$ cat config.mk
export PLATFORM = sky130hd
export DESIGN_NAME = ccb_capability_bytes
export DESIGN_NICKNAME = d
export VERILOG_FILES = /design/src/logic/ccb_pkg.sv /design/src/logic/ccb_capability_bytes.sv
export SDC_FILE = /design/constraint.sdc
export NUM_CORES = 1
export LEC_CHECK = 0
export ABC_AREA = 0
export BUFFER_PORTS_ARGS = -buffer_cell sky130_fd_sc_hd__buf_4
export CAP_MARGIN = 20
export CORE_UTILIZATION = 43
export CTS_BUF_LIST = sky130_fd_sc_hd__clkbuf_2 sky130_fd_sc_hd__clkbuf_4 sky130_fd_sc_hd__clkbuf_8
export DETAILED_ROUTE_END_ITERATION = 10
export GPL_ROUTABILITY_DRIVEN = 0
export GPL_TIMING_DRIVEN = 0
export HOLD_SLACK_MARGIN = 0.05
export PLACE_DENSITY = 0.83
export SLEW_MARGIN = 20
export SYNTH_ARGS = -nofsm -noshare
export SYNTH_HDL_FRONTEND = slang
export SYNTH_SLANG_ARGS = --single-unit
$ cat constraint.sdc
create_clock -name core_clk -period 1.7 [get_ports core_clk]
set_clock_uncertainty 0.15 [all_clocks]
set_input_delay 0 -clock core_clk [delete_from_list [all_inputs] [get_ports core_clk]]
set_output_delay 0 -clock core_clk [all_outputs]
set_load 0.01 [all_outputs]
$ cat src/logic/ccb_pkg.sv
// Purpose: Constants for the controller capability byte table.
// Assumes: Byte offsets are those of the identification data structure.
// Notes: Defaults are plain configuration choices, not product values.
package ccb_pkg;
   // ----------------------------------------------------------------
   // Byte offsets in the identification structure
   // ----------------------------------------------------------------
   localparam logic [9:0] CCB_OFS_FW_CAP = 10'h104;
   localparam logic [9:0] CCB_OFS_LOG_ATTR = 10'h105;
   localparam logic [9:0] CCB_OFS_ERR_LOG = 10'h106;
   localparam logic [9:0] CCB_OFS_PWR_STATE = 10'h107;
   localparam logic [9:0] CCB_OFS_VENDOR_CFG = 10'h108;
   // ----------------------------------------------------------------
   // Field positions and limits
   // ----------------------------------------------------------------
   localparam int CCB_BIT_FLAG = 0;
   localparam logic [5:0] CCB_PWR_STATES_MAX = 6'h20;
   localparam logic [8:0] CCB_ERR_ENTRIES_MAX = 9'h100;
   localparam logic [7:0] CCB_BYTE_RESET = 8'h00;
   // Firmware byte bits 3:1 belong to a neighbouring field; kept at zero
   localparam logic [7:0] CCB_FW_KEEP_MASK = 8'h01;
   localparam logic [7:0] CCB_FLAG_MASK = 8'h01;
endpackage : ccb_pkg

$ cat src/logic/ccb_capability_bytes.sv
// Purpose: Registered capability bytes reported in identification data.
// Assumes: Configuration inputs are static straps, sampled at reset release.
// Notes: Values are latched once after reset and held constant after.
`timescale 1ns/1ps
module ccb_capability_bytes
(
   input wire logic core_clk,
   input wire logic reset_n,
   input wire logic cfg_slot1_read_only,
   input wire logic cfg_health_per_ns,
   input wire logic [8:0] cfg_err_entries,
   input wire logic [5:0] cfg_power_states,
   input wire logic cfg_vendor_std_format,
   input wire logic [9:0] rd_offset,
   output logic [7:0] fw_capability_byte,
   output logic [7:0] log_attribute_byte,
   output logic [7:0] error_log_entry_count,
   output logic [7:0] power_state_count,
   output logic [7:0] vendor_command_config_byte,
   output logic caps_valid,
   output logic [7:0] rd_data,
   output logic rd_hit
);
   // ----------------------------------------------------------------
   // Helpers
   // ----------------------------------------------------------------
   // Zero-based encode with clamping into the legal range
   function automatic logic [7:0] ccb_zero_based(input logic [8:0] cnt,
                                                 input logic [8:0] max);
      logic [8:0] c;
      c = cnt;
      if (c == 9'h000)
      begin
         c = 9'h001;
      end
      if (c > max)
      begin
         c = max;
      end
      ccb_zero_based = 8'(c - 9'h001);
   endfunction : ccb_zero_based

   // ----------------------------------------------------------------
   // Capture state
   // ----------------------------------------------------------------
   logic loaded_q;
   logic loaded_d;
   logic [7:0] fw_q, fw_d;
   logic [7:0] la_q, la_d;
   logic [7:0] el_q, el_d;
   logic [7:0] ps_q, ps_d;
   logic [7:0] vc_q, vc_d;
   logic [7:0] rd_q, rd_d;
   logic hit_q, hit_d;

   always_comb
   begin
      loaded_d = 1'b1;
      fw_d = fw_q;
      la_d = la_q;
      el_d = el_q;
      ps_d = ps_q;
      vc_d = vc_q;
      // Capture once only so straps glitching later cannot alter reports
      if (!loaded_q)
      begin
         fw_d = {7'h00, cfg_slot1_read_only} & ccb_pkg::CCB_FW_KEEP_MASK;
         la_d = {7'h00, cfg_health_per_ns} & ccb_pkg::CCB_FLAG_MASK;
         el_d = ccb_zero_based(cfg_err_entries,
                               ccb_pkg::CCB_ERR_ENTRIES_MAX);
         ps_d = ccb_zero_based({3'h0, cfg_power_states},
                               {3'h0, ccb_pkg::CCB_PWR_STATES_MAX});
         vc_d = {7'h00, cfg_vendor_std_format} & ccb_pkg::CCB_FLAG_MASK;
      end
      hit_d = 1'b1;
      case (rd_offset)
         ccb_pkg::CCB_OFS_FW_CAP: rd_d = fw_q;
         ccb_pkg::CCB_OFS_LOG_ATTR: rd_d = la_q;
         ccb_pkg::CCB_OFS_ERR_LOG: rd_d = el_q;
         ccb_pkg::CCB_OFS_PWR_STATE: rd_d = ps_q;
         ccb_pkg::CCB_OFS_VENDOR_CFG: rd_d = vc_q;
         default:
         begin
            rd_d = ccb_pkg::CCB_BYTE_RESET;
            hit_d = 1'b0;
         end
      endcase
   end

   always_ff @(posedge core_clk or negedge reset_n)
   begin
      if (!reset_n)
      begin
         loaded_q <= 1'b0;
         fw_q <= ccb_pkg::CCB_BYTE_RESET;
         la_q <= ccb_pkg::CCB_BYTE_RESET;
         el_q <= ccb_pkg::CCB_BYTE_RESET;
         ps_q <= ccb_pkg::CCB_BYTE_RESET;
         vc_q <= ccb_pkg::CCB_BYTE_RESET;
         rd_q <= ccb_pkg::CCB_BYTE_RESET;
         hit_q <= 1'b0;
      end
      else
      begin
         loaded_q <= loaded_d;
         fw_q <= fw_d;
         la_q <= la_d;
         el_q <= el_d;
         ps_q <= ps_d;
         vc_q <= vc_d;
         rd_q <= rd_d;
         hit_q <= hit_d;
      end
   end

   assign fw_capability_byte = fw_q;
   assign log_attribute_byte = la_q;
   assign error_log_entry_count = el_q;
   assign power_state_count = ps_q;
   assign vendor_command_config_byte = vc_q;
   assign caps_valid = loaded_q;
   assign rd_data = rd_q;
   assign rd_hit = hit_q;

   // ----------------------------------------------------------------
   // Checks
   // ----------------------------------------------------------------
   property p_slot1;
      @(posedge core_clk) disable iff (!reset_n)
      $rose(loaded_q) |-> fw_q[0] == $past(cfg_slot1_read_only);
   endproperty
   a_slot1: assert property (p_slot1)
      else $error("slot flag wrong");

   property p_health;
      @(posedge core_clk) disable iff (!reset_n)
      $rose(loaded_q) |-> la_q[0] == $past(cfg_health_per_ns);
   endproperty
   a_health: assert property (p_health)
      else $error("log flag wrong");

   property p_err;
      @(posedge core_clk) disable iff (!reset_n)
      $rose(loaded_q) && $past(cfg_err_entries) != 9'h000 &&
         $past(cfg_err_entries) <= ccb_pkg::CCB_ERR_ENTRIES_MAX |->
         {1'b0, el_q} == $past(cfg_err_entries) - 9'h001;
   endproperty
   a_err: assert property (p_err) else $error("entry count wrong");

   // Entry counts beyond the byte range saturate
   property p_err_clamp;
      @(posedge core_clk) disable iff (!reset_n)
      $rose(loaded_q) &&
         $past(cfg_err_entries) > ccb_pkg::CCB_ERR_ENTRIES_MAX |->
         el_q == 8'hFF;
   endproperty
   a_err_clamp: assert property (p_err_clamp)
      else $error("entry clamp wrong");

   property p_pwr;
      @(posedge core_clk) disable iff (!reset_n)
      $rose(loaded_q) && $past(cfg_power_states) != 6'h00 &&
         $past(cfg_power_states) <= 6'h20 |->
         ps_q == {2'b00, $past(cfg_power_states) - 6'h01};
   endproperty
   a_pwr: assert property (p_pwr) else $error("state count wrong");

   property p_pwr_max;
      @(posedge core_clk) disable iff (!reset_n)
      loaded_q |-> ps_q <= 8'h1F;
   endproperty
   a_pwr_max: assert property (p_pwr_max)
      else $error("too many states");

   // A zero strap still reports state 0 as present
   property p_pwr_zero;
      @(posedge core_clk) disable iff (!reset_n)
      $rose(loaded_q) && $past(cfg_power_states) == 6'h00 |-> ps_q == 8'h00;
   endproperty
   a_pwr_zero: assert property (p_pwr_zero)
      else $error("state floor wrong");

   property p_vendor;
      @(posedge core_clk) disable iff (!reset_n)
      $rose(loaded_q) |-> vc_q[0] == $past(cfg_vendor_std_format);
   endproperty
   a_vendor: assert property (p_vendor)
      else $error("vendor flag wrong");

   property p_reserved;
      @(posedge core_clk) disable iff (!reset_n)
      la_q[7:1] == 7'h00 && vc_q[7:1] == 7'h00 && fw_q[7:1] == 7'h00;
   endproperty
   a_reserved: assert property (p_reserved)
      else $error("reserved set");

   property p_stable;
      @(posedge core_clk) disable iff (!reset_n)
      loaded_q |=> $stable(fw_q) && $stable(la_q) && $stable(el_q) &&
         $stable(ps_q) && $stable(vc_q);
   endproperty
   a_stable: assert property (p_stable)
      else $error("value changed");

   property p_read;
      @(posedge core_clk) disable iff (!reset_n)
      rd_offset == ccb_pkg::CCB_OFS_PWR_STATE |=> rd_data == $past(ps_q);
   endproperty
   a_read: assert property (p_read) else $error("read mismatch");

   // Unmapped offsets read as empty, never as an alias
   property p_miss;
      @(posedge core_clk) disable iff (!reset_n)
      (rd_offset < ccb_pkg::CCB_OFS_FW_CAP ||
         rd_offset > ccb_pkg::CCB_OFS_VENDOR_CFG) |=>
         !rd_hit && rd_data == ccb_pkg::CCB_BYTE_RESET;
   endproperty
   a_miss: assert property (p_miss)
      else $error("unmapped read not empty");

   c_load: cover property (@(posedge core_clk) $rose(loaded_q));
   c_full: cover property (@(posedge core_clk) ps_q == 8'h1F);
   c_miss: cover property (@(posedge core_clk) loaded_q && !rd_hit);
   c_hit: cover property (@(posedge core_clk) loaded_q && rd_hit);
endmodule : ccb_capability_bytes

# ---- Word level (Yosys, flattened, before mapping)
# Cells that the tools add are included.
dict set report op_classes {
  n_addsub 2
  order_cmp 2
  eq_ne 5
  n_mux 10
  n_reduce_logical 3
}
# operator n
set ops {}
lappend ops {{10-bit by 9-bit == test with 1-bit output, second input constant} 5}
lappend ops {{8-bit case mux with 5 select lines} 1}
lappend ops {{8-bit two-way mux} 4}
lappend ops {{9-bit two-way mux} 3}
lappend ops {{8-bit by 1-bit subtractor with 8-bit output, second input constant} 2}
lappend ops {{9-bit by 6-bit greater-than comparator with 1-bit output, second input constant} 1}
lappend ops {{9-bit greater-than comparator, second input constant} 1}
lappend ops {{9-bit logical NOT} 1}
lappend ops {{6-bit logical NOT} 1}
lappend ops {{6-bit two-way mux} 1}
lappend ops {{5-bit OR reduction} 1}
lappend ops {{1-bit two-way mux} 1}
dict set report totals {
  register_bits 29
  input_bits 30
  out_inout_bits 50
  word_cells 30
}

# ---- Logic depth before layout (Yosys ltp)
# Gate-level depths: netlist of the first run.
dict set report logic_depth {
  depth_word 7
  ltp_mapped 8
}

# ---- Least setup slack after synthesis of the first run
# No wires, ideal clock.
dict set report synth_path {
  kind {in2reg}
  startpoint {input cfg_err_entries[2]}
  endpoint {register el_q[4], in the netlist error_log_entry_count[4]}
  setup_ps 86
  t_arrival_ps 1342
  t_required_ps 1464
  setup_slack_ps 122
  cell_stages 8
  n_path_buf 0
  cell_sequence {nor4_4 -> a21oi_1 -> or2_1 -> ha_1 -> nor2b_1 -> a31oi_1 -> o21ai_0 -> a32oi_1}
}
dict set report synth_via {
  elab_chain_cells 7
}
# item line_no
set synth_rtl {}
lappend synth_rtl {{start, declared} ccb_capability_bytes.sv:11} ;# input wire logic [8:0] cfg_err_entries,
lappend synth_rtl {{9-bit logical NOT} ccb_capability_bytes.sv:32} ;# if (c == 9'h000)
lappend synth_rtl {{9-bit two-way mux *} ccb_capability_bytes.sv:32}
lappend synth_rtl {{9-bit two-way mux *} ccb_capability_bytes.sv:65} ;# if (!loaded_q)
lappend synth_rtl {{9-bit greater-than comparator} ccb_capability_bytes.sv:36} ;# if (c > max)
lappend synth_rtl {{8-bit two-way mux *} ccb_capability_bytes.sv:36}
lappend synth_rtl {{8-bit two-way mux *} ccb_capability_bytes.sv:65}
lappend synth_rtl {{8-bit by 1-bit subtractor with 8-bit output *} ccb_capability_bytes.sv:40} ;# ccb_zero_based = 8'(c - 9'h001);
lappend synth_rtl {{end signal, assigned} ccb_capability_bytes.sv:97} ;# el_q <= ccb_pkg::CCB_BYTE_RESET;
lappend synth_rtl {{end signal, assigned} ccb_capability_bytes.sv:108} ;# el_q <= el_d;
lappend synth_rtl {{end, declared} ccb_capability_bytes.sv:50} ;# logic [7:0] el_q, el_d;
# Every way passes the cells marked *; elsewhere a longest branch is shown, timed or not. The select of a mux whose other input is x is not followed.
# A chain may end at the register's enable or synchronous reset.

# ---- Worst setup path after layout of the first run
dict set report layout_path {
  startpoint {input cfg_err_entries[8]}
  endpoint {register el_q[6], in the netlist error_log_entry_count[6]}
}
# Same word-level chain as after synthesis.

==> run metrics, run 1 <==
R2R Path Start=fw_capability_byte[0]; largest net degree at the start of global routing=30; CP Capture Type=flop; power per cell area=683 mW/mm²; initial antenna violation count=0; placed inst area=0.00215 mm²; grt met3 use=0.0584; Avg WL per Cell=12.7 µm; final hold violations=0; I/O pin count=80; most common cell after layout, fill and taps aside=buf_4; CP max FO=7; fmax=610 MHz; share of layout cells above drive strength 1=0.356; Die Area=0.00397 mm²; Final Routed Wirelength=4.07 mm; sequential area share after synthesis=0.453; Worst Path Required=1.76 ns; Pleak=1.26 nW; RSZ-0062 raised after global routing=false; vias in the first global route=1471; setup violators final=0; period utilization=0.965; Synth Register Bits=29; clock root buffer=clkbuf_8; Total GRT Usage=0.220; GRT Residual Overflow=0; Final Critical Period=1.64 ns; vias per cell=4.73; Clk Latency, worst-skew pair=0.28 ns; fin. max-slew vios=0; Avg Inst Size Synth=10.1 µm²; Cells after Synth=158; HP Class=in -> reg; CTS tree=yes; clk sinks=29; CTS Buffer Depth=2; DR vias=1517; core area=0.00344 mm²; die width=63.0 µm; worst hold start=cfg_err_entries[3]; post-place setup slack=-0.188 ns; multi-input logic area=772 µm²; P&R area growth vs syn=62.2%; outcome=finished, final reports clean; Synth Cell Area=0.00160 mm²; first-pass GRT wire length=6.58 mm; CP arrival=1.70 ns; DRT antenna net count=0; met1 Use GR=0.248; clock buffer count from CTS=5; drt first-iter violations=52; Nets=306; startpoint types=primary input; htree depth=2; Ant. Diodes=0; DIE HEIGHT=63.0 µm; Yosys cell types=32; Fillers=254; 1st-pass router iterations=4; std cell rows=21; effective utilization at floorplan=0.465; VDD IR max=304 µV; fin area=0.00259 mm²; Setup CP Type=in -> reg; DRC Markers=0; max-cap violation count=0; WHS=0.0711 ns; port bufs=56; PnR worst setup slack=0.0596 ns; Synth Warn #=0; hpwl dp=2.56 mm; Setup crit start=cfg_err_entries[8]; met2 usage=0.382; busiest grt layer=met2; Clk pin slew, worst setup/hold paths=0.06 ns; register area=726 µm²; most frequent cells in the layout=buf_4 (77), dlygate4sd3_1 (32), dfrtp_1 (29)
[state kept, by name, indices dropped and copies added (netlist names)]
name,flops
vendor_command_config_byte,1
rd_hit,1
fw_capability_byte,1
error_log_entry_count,8
caps_valid,1
power_state_count,8
log_attribute_byte,1
rd_data,8
[layout make-up]
type                       count  share of cell area
tap                           46              0.0222
clock buffer                   6              0.0294
clock inverter                 2             0.00386
inverter                       1             0.00145
timing repair buffer          89               0.290
buffer                        27              0.0757
multi-input combinational    121               0.297
sequential                    29               0.280
[metal layers]
metal | vias up | wire length (µm)
li1 | 738 | -
met1 | 710 | 1620
met2 | 61 | 2130
met3 | 8 | 242
met4 | 0 | 78
met5 | - | 0
[power breakdown]
part,switching [mW],total (mW),internal (mW)
logic,0.197,0.454,0.257
registers,0.0385,0.774,0.735
clock network,0.246,0.544,0.298
total,0.481,1.77,1.29
[critical path, stage by stage]
cell and delay [ns]:
buf_6 0.10, dlygate4sd3_1 0.63, nand2b_1 0.22, ha_4 0.19, nor2b_1 0.14, a31oi_1 0.16, o21ai_0 0.13, o21ai_1 0.13
[final timing paths]
check / to / slack, ns / cells after the start
worst max-delay path: error_log_entry_count[6] / 0.06 / 8
worst min-delay path: error_log_entry_count[4] / 0.07 / 5
worst max register to register: rd_data[0] / 0.08 / 4
worst min register to register: power_state_count[6] / 0.36 / 2
max in group asynchronous: vendor_command_config_byte[0] / 0.57 / 3
min in group asynchronous: power_state_count[0] / 0.57 / 3
[cell families after synthesis]
| group | Yosys count | synth area share |
|---|---|---|
| AOI/OAI and AO/OA | 25 | 0.0985 |
| other | 2 | 0.00469 |
| and+or+nand+nor | 53 | 0.179 |
| muxes | 16 | 0.107 |
| xor gates and xnor gates | 3 | 0.0164 |
| buffers and inverters | 28 | 0.125 |
| adders and majority gates | 2 | 0.0156 |
| DFF | 29 | 0.453 |
[cells in the mapped netlist]
| master | n | area (µm²) |
|---|---|---|
| mux2_4 | 1 | 15.0 |
| xnor2_1 | 3 | 26.3 |
| o21bai_1 | 1 | 7.51 |
| conb_1 | 2 | 7.51 |
| buf_2 | 1 | 5.00 |
| nor2_1 | 15 | 56.3 |
| nor3_1 | 5 | 25.0 |
| nand2b_1 | 3 | 18.8 |
| o21a_1 | 2 | 15.0 |
| buf_4 | 21 | 158 |
| or2_1 | 2 | 12.5 |
| nand2_1 | 9 | 33.8 |
| nor4b_1 | 1 | 8.76 |
| a31oi_1 | 2 | 12.5 |
| dfrtp_1 | 29 | 726 |
| or3_1 | 2 | 12.5 |
| ha_1 | 2 | 25.0 |
| buf_6 | 2 | 22.5 |
| nor2b_1 | 6 | 37.5 |
| inv_1 | 1 | 3.75 |
| a32oi_1 | 1 | 8.76 |
| o21ai_0 | 10 | 50.1 |
| a2bb2oi_1 | 4 | 35.0 |
| nor4_4 | 1 | 21.3 |
| clkbuf_1 | 3 | 11.3 |
| and2_1 | 2 | 12.5 |
| mux2i_1 | 10 | 100 |
| nor4_1 | 4 | 25.0 |
| a21oi_1 | 4 | 20.0 |
| mux2_2 | 5 | 56.3 |
| o41ai_1 | 1 | 8.76 |
| nand3b_1 | 3 | 22.5 |
[through the flow]
step | TNS (ns) | power, mW | instances | utilization
CTS | 0 | 1.77 | 321 | 0.747
finish | 0 | 1.77 | 321 | 0.754
floorplan | 0 | 0.985 | 178 | -
detailed placement | -0.327 | 1.17 | 280 | 0.626
global placement | -0.257 | 1.16 | 280 | 0.626
global route | 0 | 1.87 | 321 | 0.754
[repair_timing]
| item | 4_1_cts | 5_1_grt |
|---|---|---|
| hold buffers | 33 | 0 |
| setup buffers | 0 | 0 |
| endpoints found under the hold margin | 52 | 0 |
| resized for setup | 0 | 8 |
| endpoints found under the setup margin | 0 | 4 |
Power figures use the tool's default switching activity.
==> run 2: changes to the inputs <==
- MAX_ROUTING_LAYER: unset -> met4
- RECOVER_POWER: unset -> 100
==> run 2 against run 1 <==
Compared with the run above: register-to-register slack is essentially flat; hold slack improved by 0.0054 ns; design area shrank 4.8%; global-route usage grew 0.63 points; critical endpoint is now error_log_entry_count[5].
==> run metrics, run 2 (same netlist as run 1, synthesis figures left out) <==
most frequent cells in the layout=buf_4 (44), clkbuf_1 (33), dlygate4sd3_1 (32) (was buf_4 (77), dlygate4sd3_1 (32), dfrtp_1 (29)); DRT antenna net count=0 (unchanged); r2r setup slk=0.08 ns (about the same); Layout Cells excl Fill=321 (unchanged); Die Area=0.00397 mm² (unchanged); Worst Reg-to-Reg Cells=4 (unchanged); power per cell area=701 mW/mm² (was 683 mW/mm²); Buf/Inv on CP=2 (unchanged); Total GRT Usage=0.226 (was 0.220); Fin Setup TNS=0 ns (unchanged); relative slew slack=0.550; DRC Markers=0 (unchanged); CP peak stage delay=0.59 ns (was 0.63 ns); most common cell after layout, fill and taps aside=buf_4 (unchanged); P&R area growth vs syn=54.3% (was 62.2%); worst path cell trace=buf_4 > dlygate4sd3_1 > or3_1 > nor3_1 > mux2i_1 > a2bb2oi_1 (was buf_6 > dlygate4sd3_1 > nand2b_1 > ha_4 > nor2b_1 > a31oi_1 > o21ai_0 > o21ai_1); setup violators final=0 (unchanged); Clk Latency, worst-skew pair=0.28 ns (about the same); RSZ-0062 raised after global routing=false (unchanged); Final Critical Period=1.66 ns (was 1.64 ns); R2R Path Start=fw_capability_byte[0] (unchanged); actual slew at the worst max-slew pin=0.674 ns; Nets=306 (unchanged); htree depth=2 (unchanged); first-pass GRT wire length=6.59 mm (was 6.58 mm); 1st-pass router iterations=4 (unchanged); share of layout cells above drive strength 1=0.244 (was 0.356); Final Routed Wirelength=4.14 mm (was 4.07 mm); Clk pin slew, worst setup/hold paths=0.06 ns (about the same); std cell rows=21 (unchanged); r2r endpoint=rd_data[0] (unchanged); CTS Buffer Depth=2 (unchanged); fin. max-slew vios=0 (unchanged); CTS tree=yes (unchanged); Setup crit start=cfg_err_entries[1] (was cfg_err_entries[8]); post-CTS setup buffers=0 (unchanged); max-cap violation count=0 (unchanged); fmax=604 MHz (was 610 MHz); core area=0.00344 mm² (unchanged); post-layout util=0.718 (was 0.754); Pleak=1.13 nW (was 1.26 nW); Critical Path End=error_log_entry_count[5] (was error_log_entry_count[6]); vias per cell=4.78 (was 4.73); Tot Pwr=1.73 mW (was 1.77 mW); WHS=0.0765 ns (was 0.0711 ns); clk sinks=29 (unchanged); CP Capture Type=flop (unchanged); final hold violations=0 (unchanged); delay-heaviest family, CP=buffers and inverters (unchanged); vias in the first global route=1470 (was 1471); hpwl dp=2.56 mm (unchanged); HP Class=in -> reg (unchanged); period utilization=0.974 (was 0.965); clock root buffer=clkbuf_8 (unchanged); outcome=finished, final reports clean (unchanged); Setup CP Type=in -> reg (unchanged); drt first-iter violations=57 (was 52); Slowest cell on crit path=dlygate4sd3_1 (unchanged); DIE HEIGHT=63.0 µm (unchanged); Worst Path Required=1.71 ns (was 1.76 ns); initial antenna violation count=0 (unchanged); critical path depth=6 (was 8); Ant. Diodes=0 (unchanged); largest net degree at the start of global routing=30 (unchanged); Fillers=285 (was 254); Avg WL per Cell=12.9 µm (was 12.7 µm); GRT Residual Overflow=0 (unchanged); CP arrival=1.66 ns (was 1.70 ns); clock buffer count from CTS=5 (unchanged); VDD IR max=313 µV (was 304 µV); CP max FO=4 (was 7); die width=63.0 µm (unchanged); I/O pin count=80 (unchanged); DR vias=1535 (was 1517); effective utilization at floorplan=0.465 (unchanged); startpoint types=primary input (unchanged); port bufs=56 (unchanged); dpl cells=280 (unchanged)
## run 2: area by class of cell
| type | instances | area, µm² | area share |
|---|---|---|---|
| Buffer | 27 | 189 | 0.0765 |
| Clock buffer | 6 | 76.3 | 0.0309 |
| Clock inverter | 2 | 10.0 | 0.00405 |
| Inverter | 1 | 3.75 | 0.00152 |
| Multi-Input combinational cell | 121 | 768 | 0.311 |
| Sequential cell | 29 | 726 | 0.294 |
| Tap cell | 46 | 57.6 | 0.0233 |
| Timing Repair Buffer | 89 | 639 | 0.259 |
## run 2: per-stage QoR
step                cell area (µm²)  worst slack, ns
CTS                            2570          0.00472
detailed placement             2150           -0.188
global placement               2150           -0.134
global route                   2470          0.00695
floorplan                      1680            0.122
finish                         2470           0.0437
## run 2: worst min-delay path by stage
stage,cells after the start,slack (ns),from,endpoint
floorplan,0,-0.45,reset_n,caps_valid
global placement,1,-0.21,reset_n,rd_data[0]
detailed placement,1,-0.21,reset_n,rd_data[0]
CTS,5,0.06,cfg_err_entries[3],error_log_entry_count[4]
global route,4,0.10,cfg_err_entries[2],error_log_entry_count[7]
finish,4,0.08,cfg_err_entries[2],error_log_entry_count[7]
## run 2: what timing repair did
item	4_1_cts	5_1_grt
hold buffers	33	0
resized for setup	0	8
setup endpoints to repair	0	4
endpoints found under the hold margin	52	0
## run 2: worst min-delay path, cell delays in order
cell	delay, ns
buf_4	0.11
or3_1	0.16
nor4_1	0.07
a21oi_1	0.12
## run 2: where the power goes
group          internal [mW]  switching (mW)  leakage, nW
sequential             0.735          0.0371        0.360
clock                  0.298           0.245       0.0484
combinational          0.217           0.198        0.725
total                   1.25           0.480         1.13
## run 2: layer usage
layer	GRT usage	part of all wire	vias to the layer above
li1	-	-	738
met1	0.248	0.40	717
met2	0.382	0.51	70
met3	0.0584	0.063	10
met4	0.102	0.023	0
met5	-	0	-
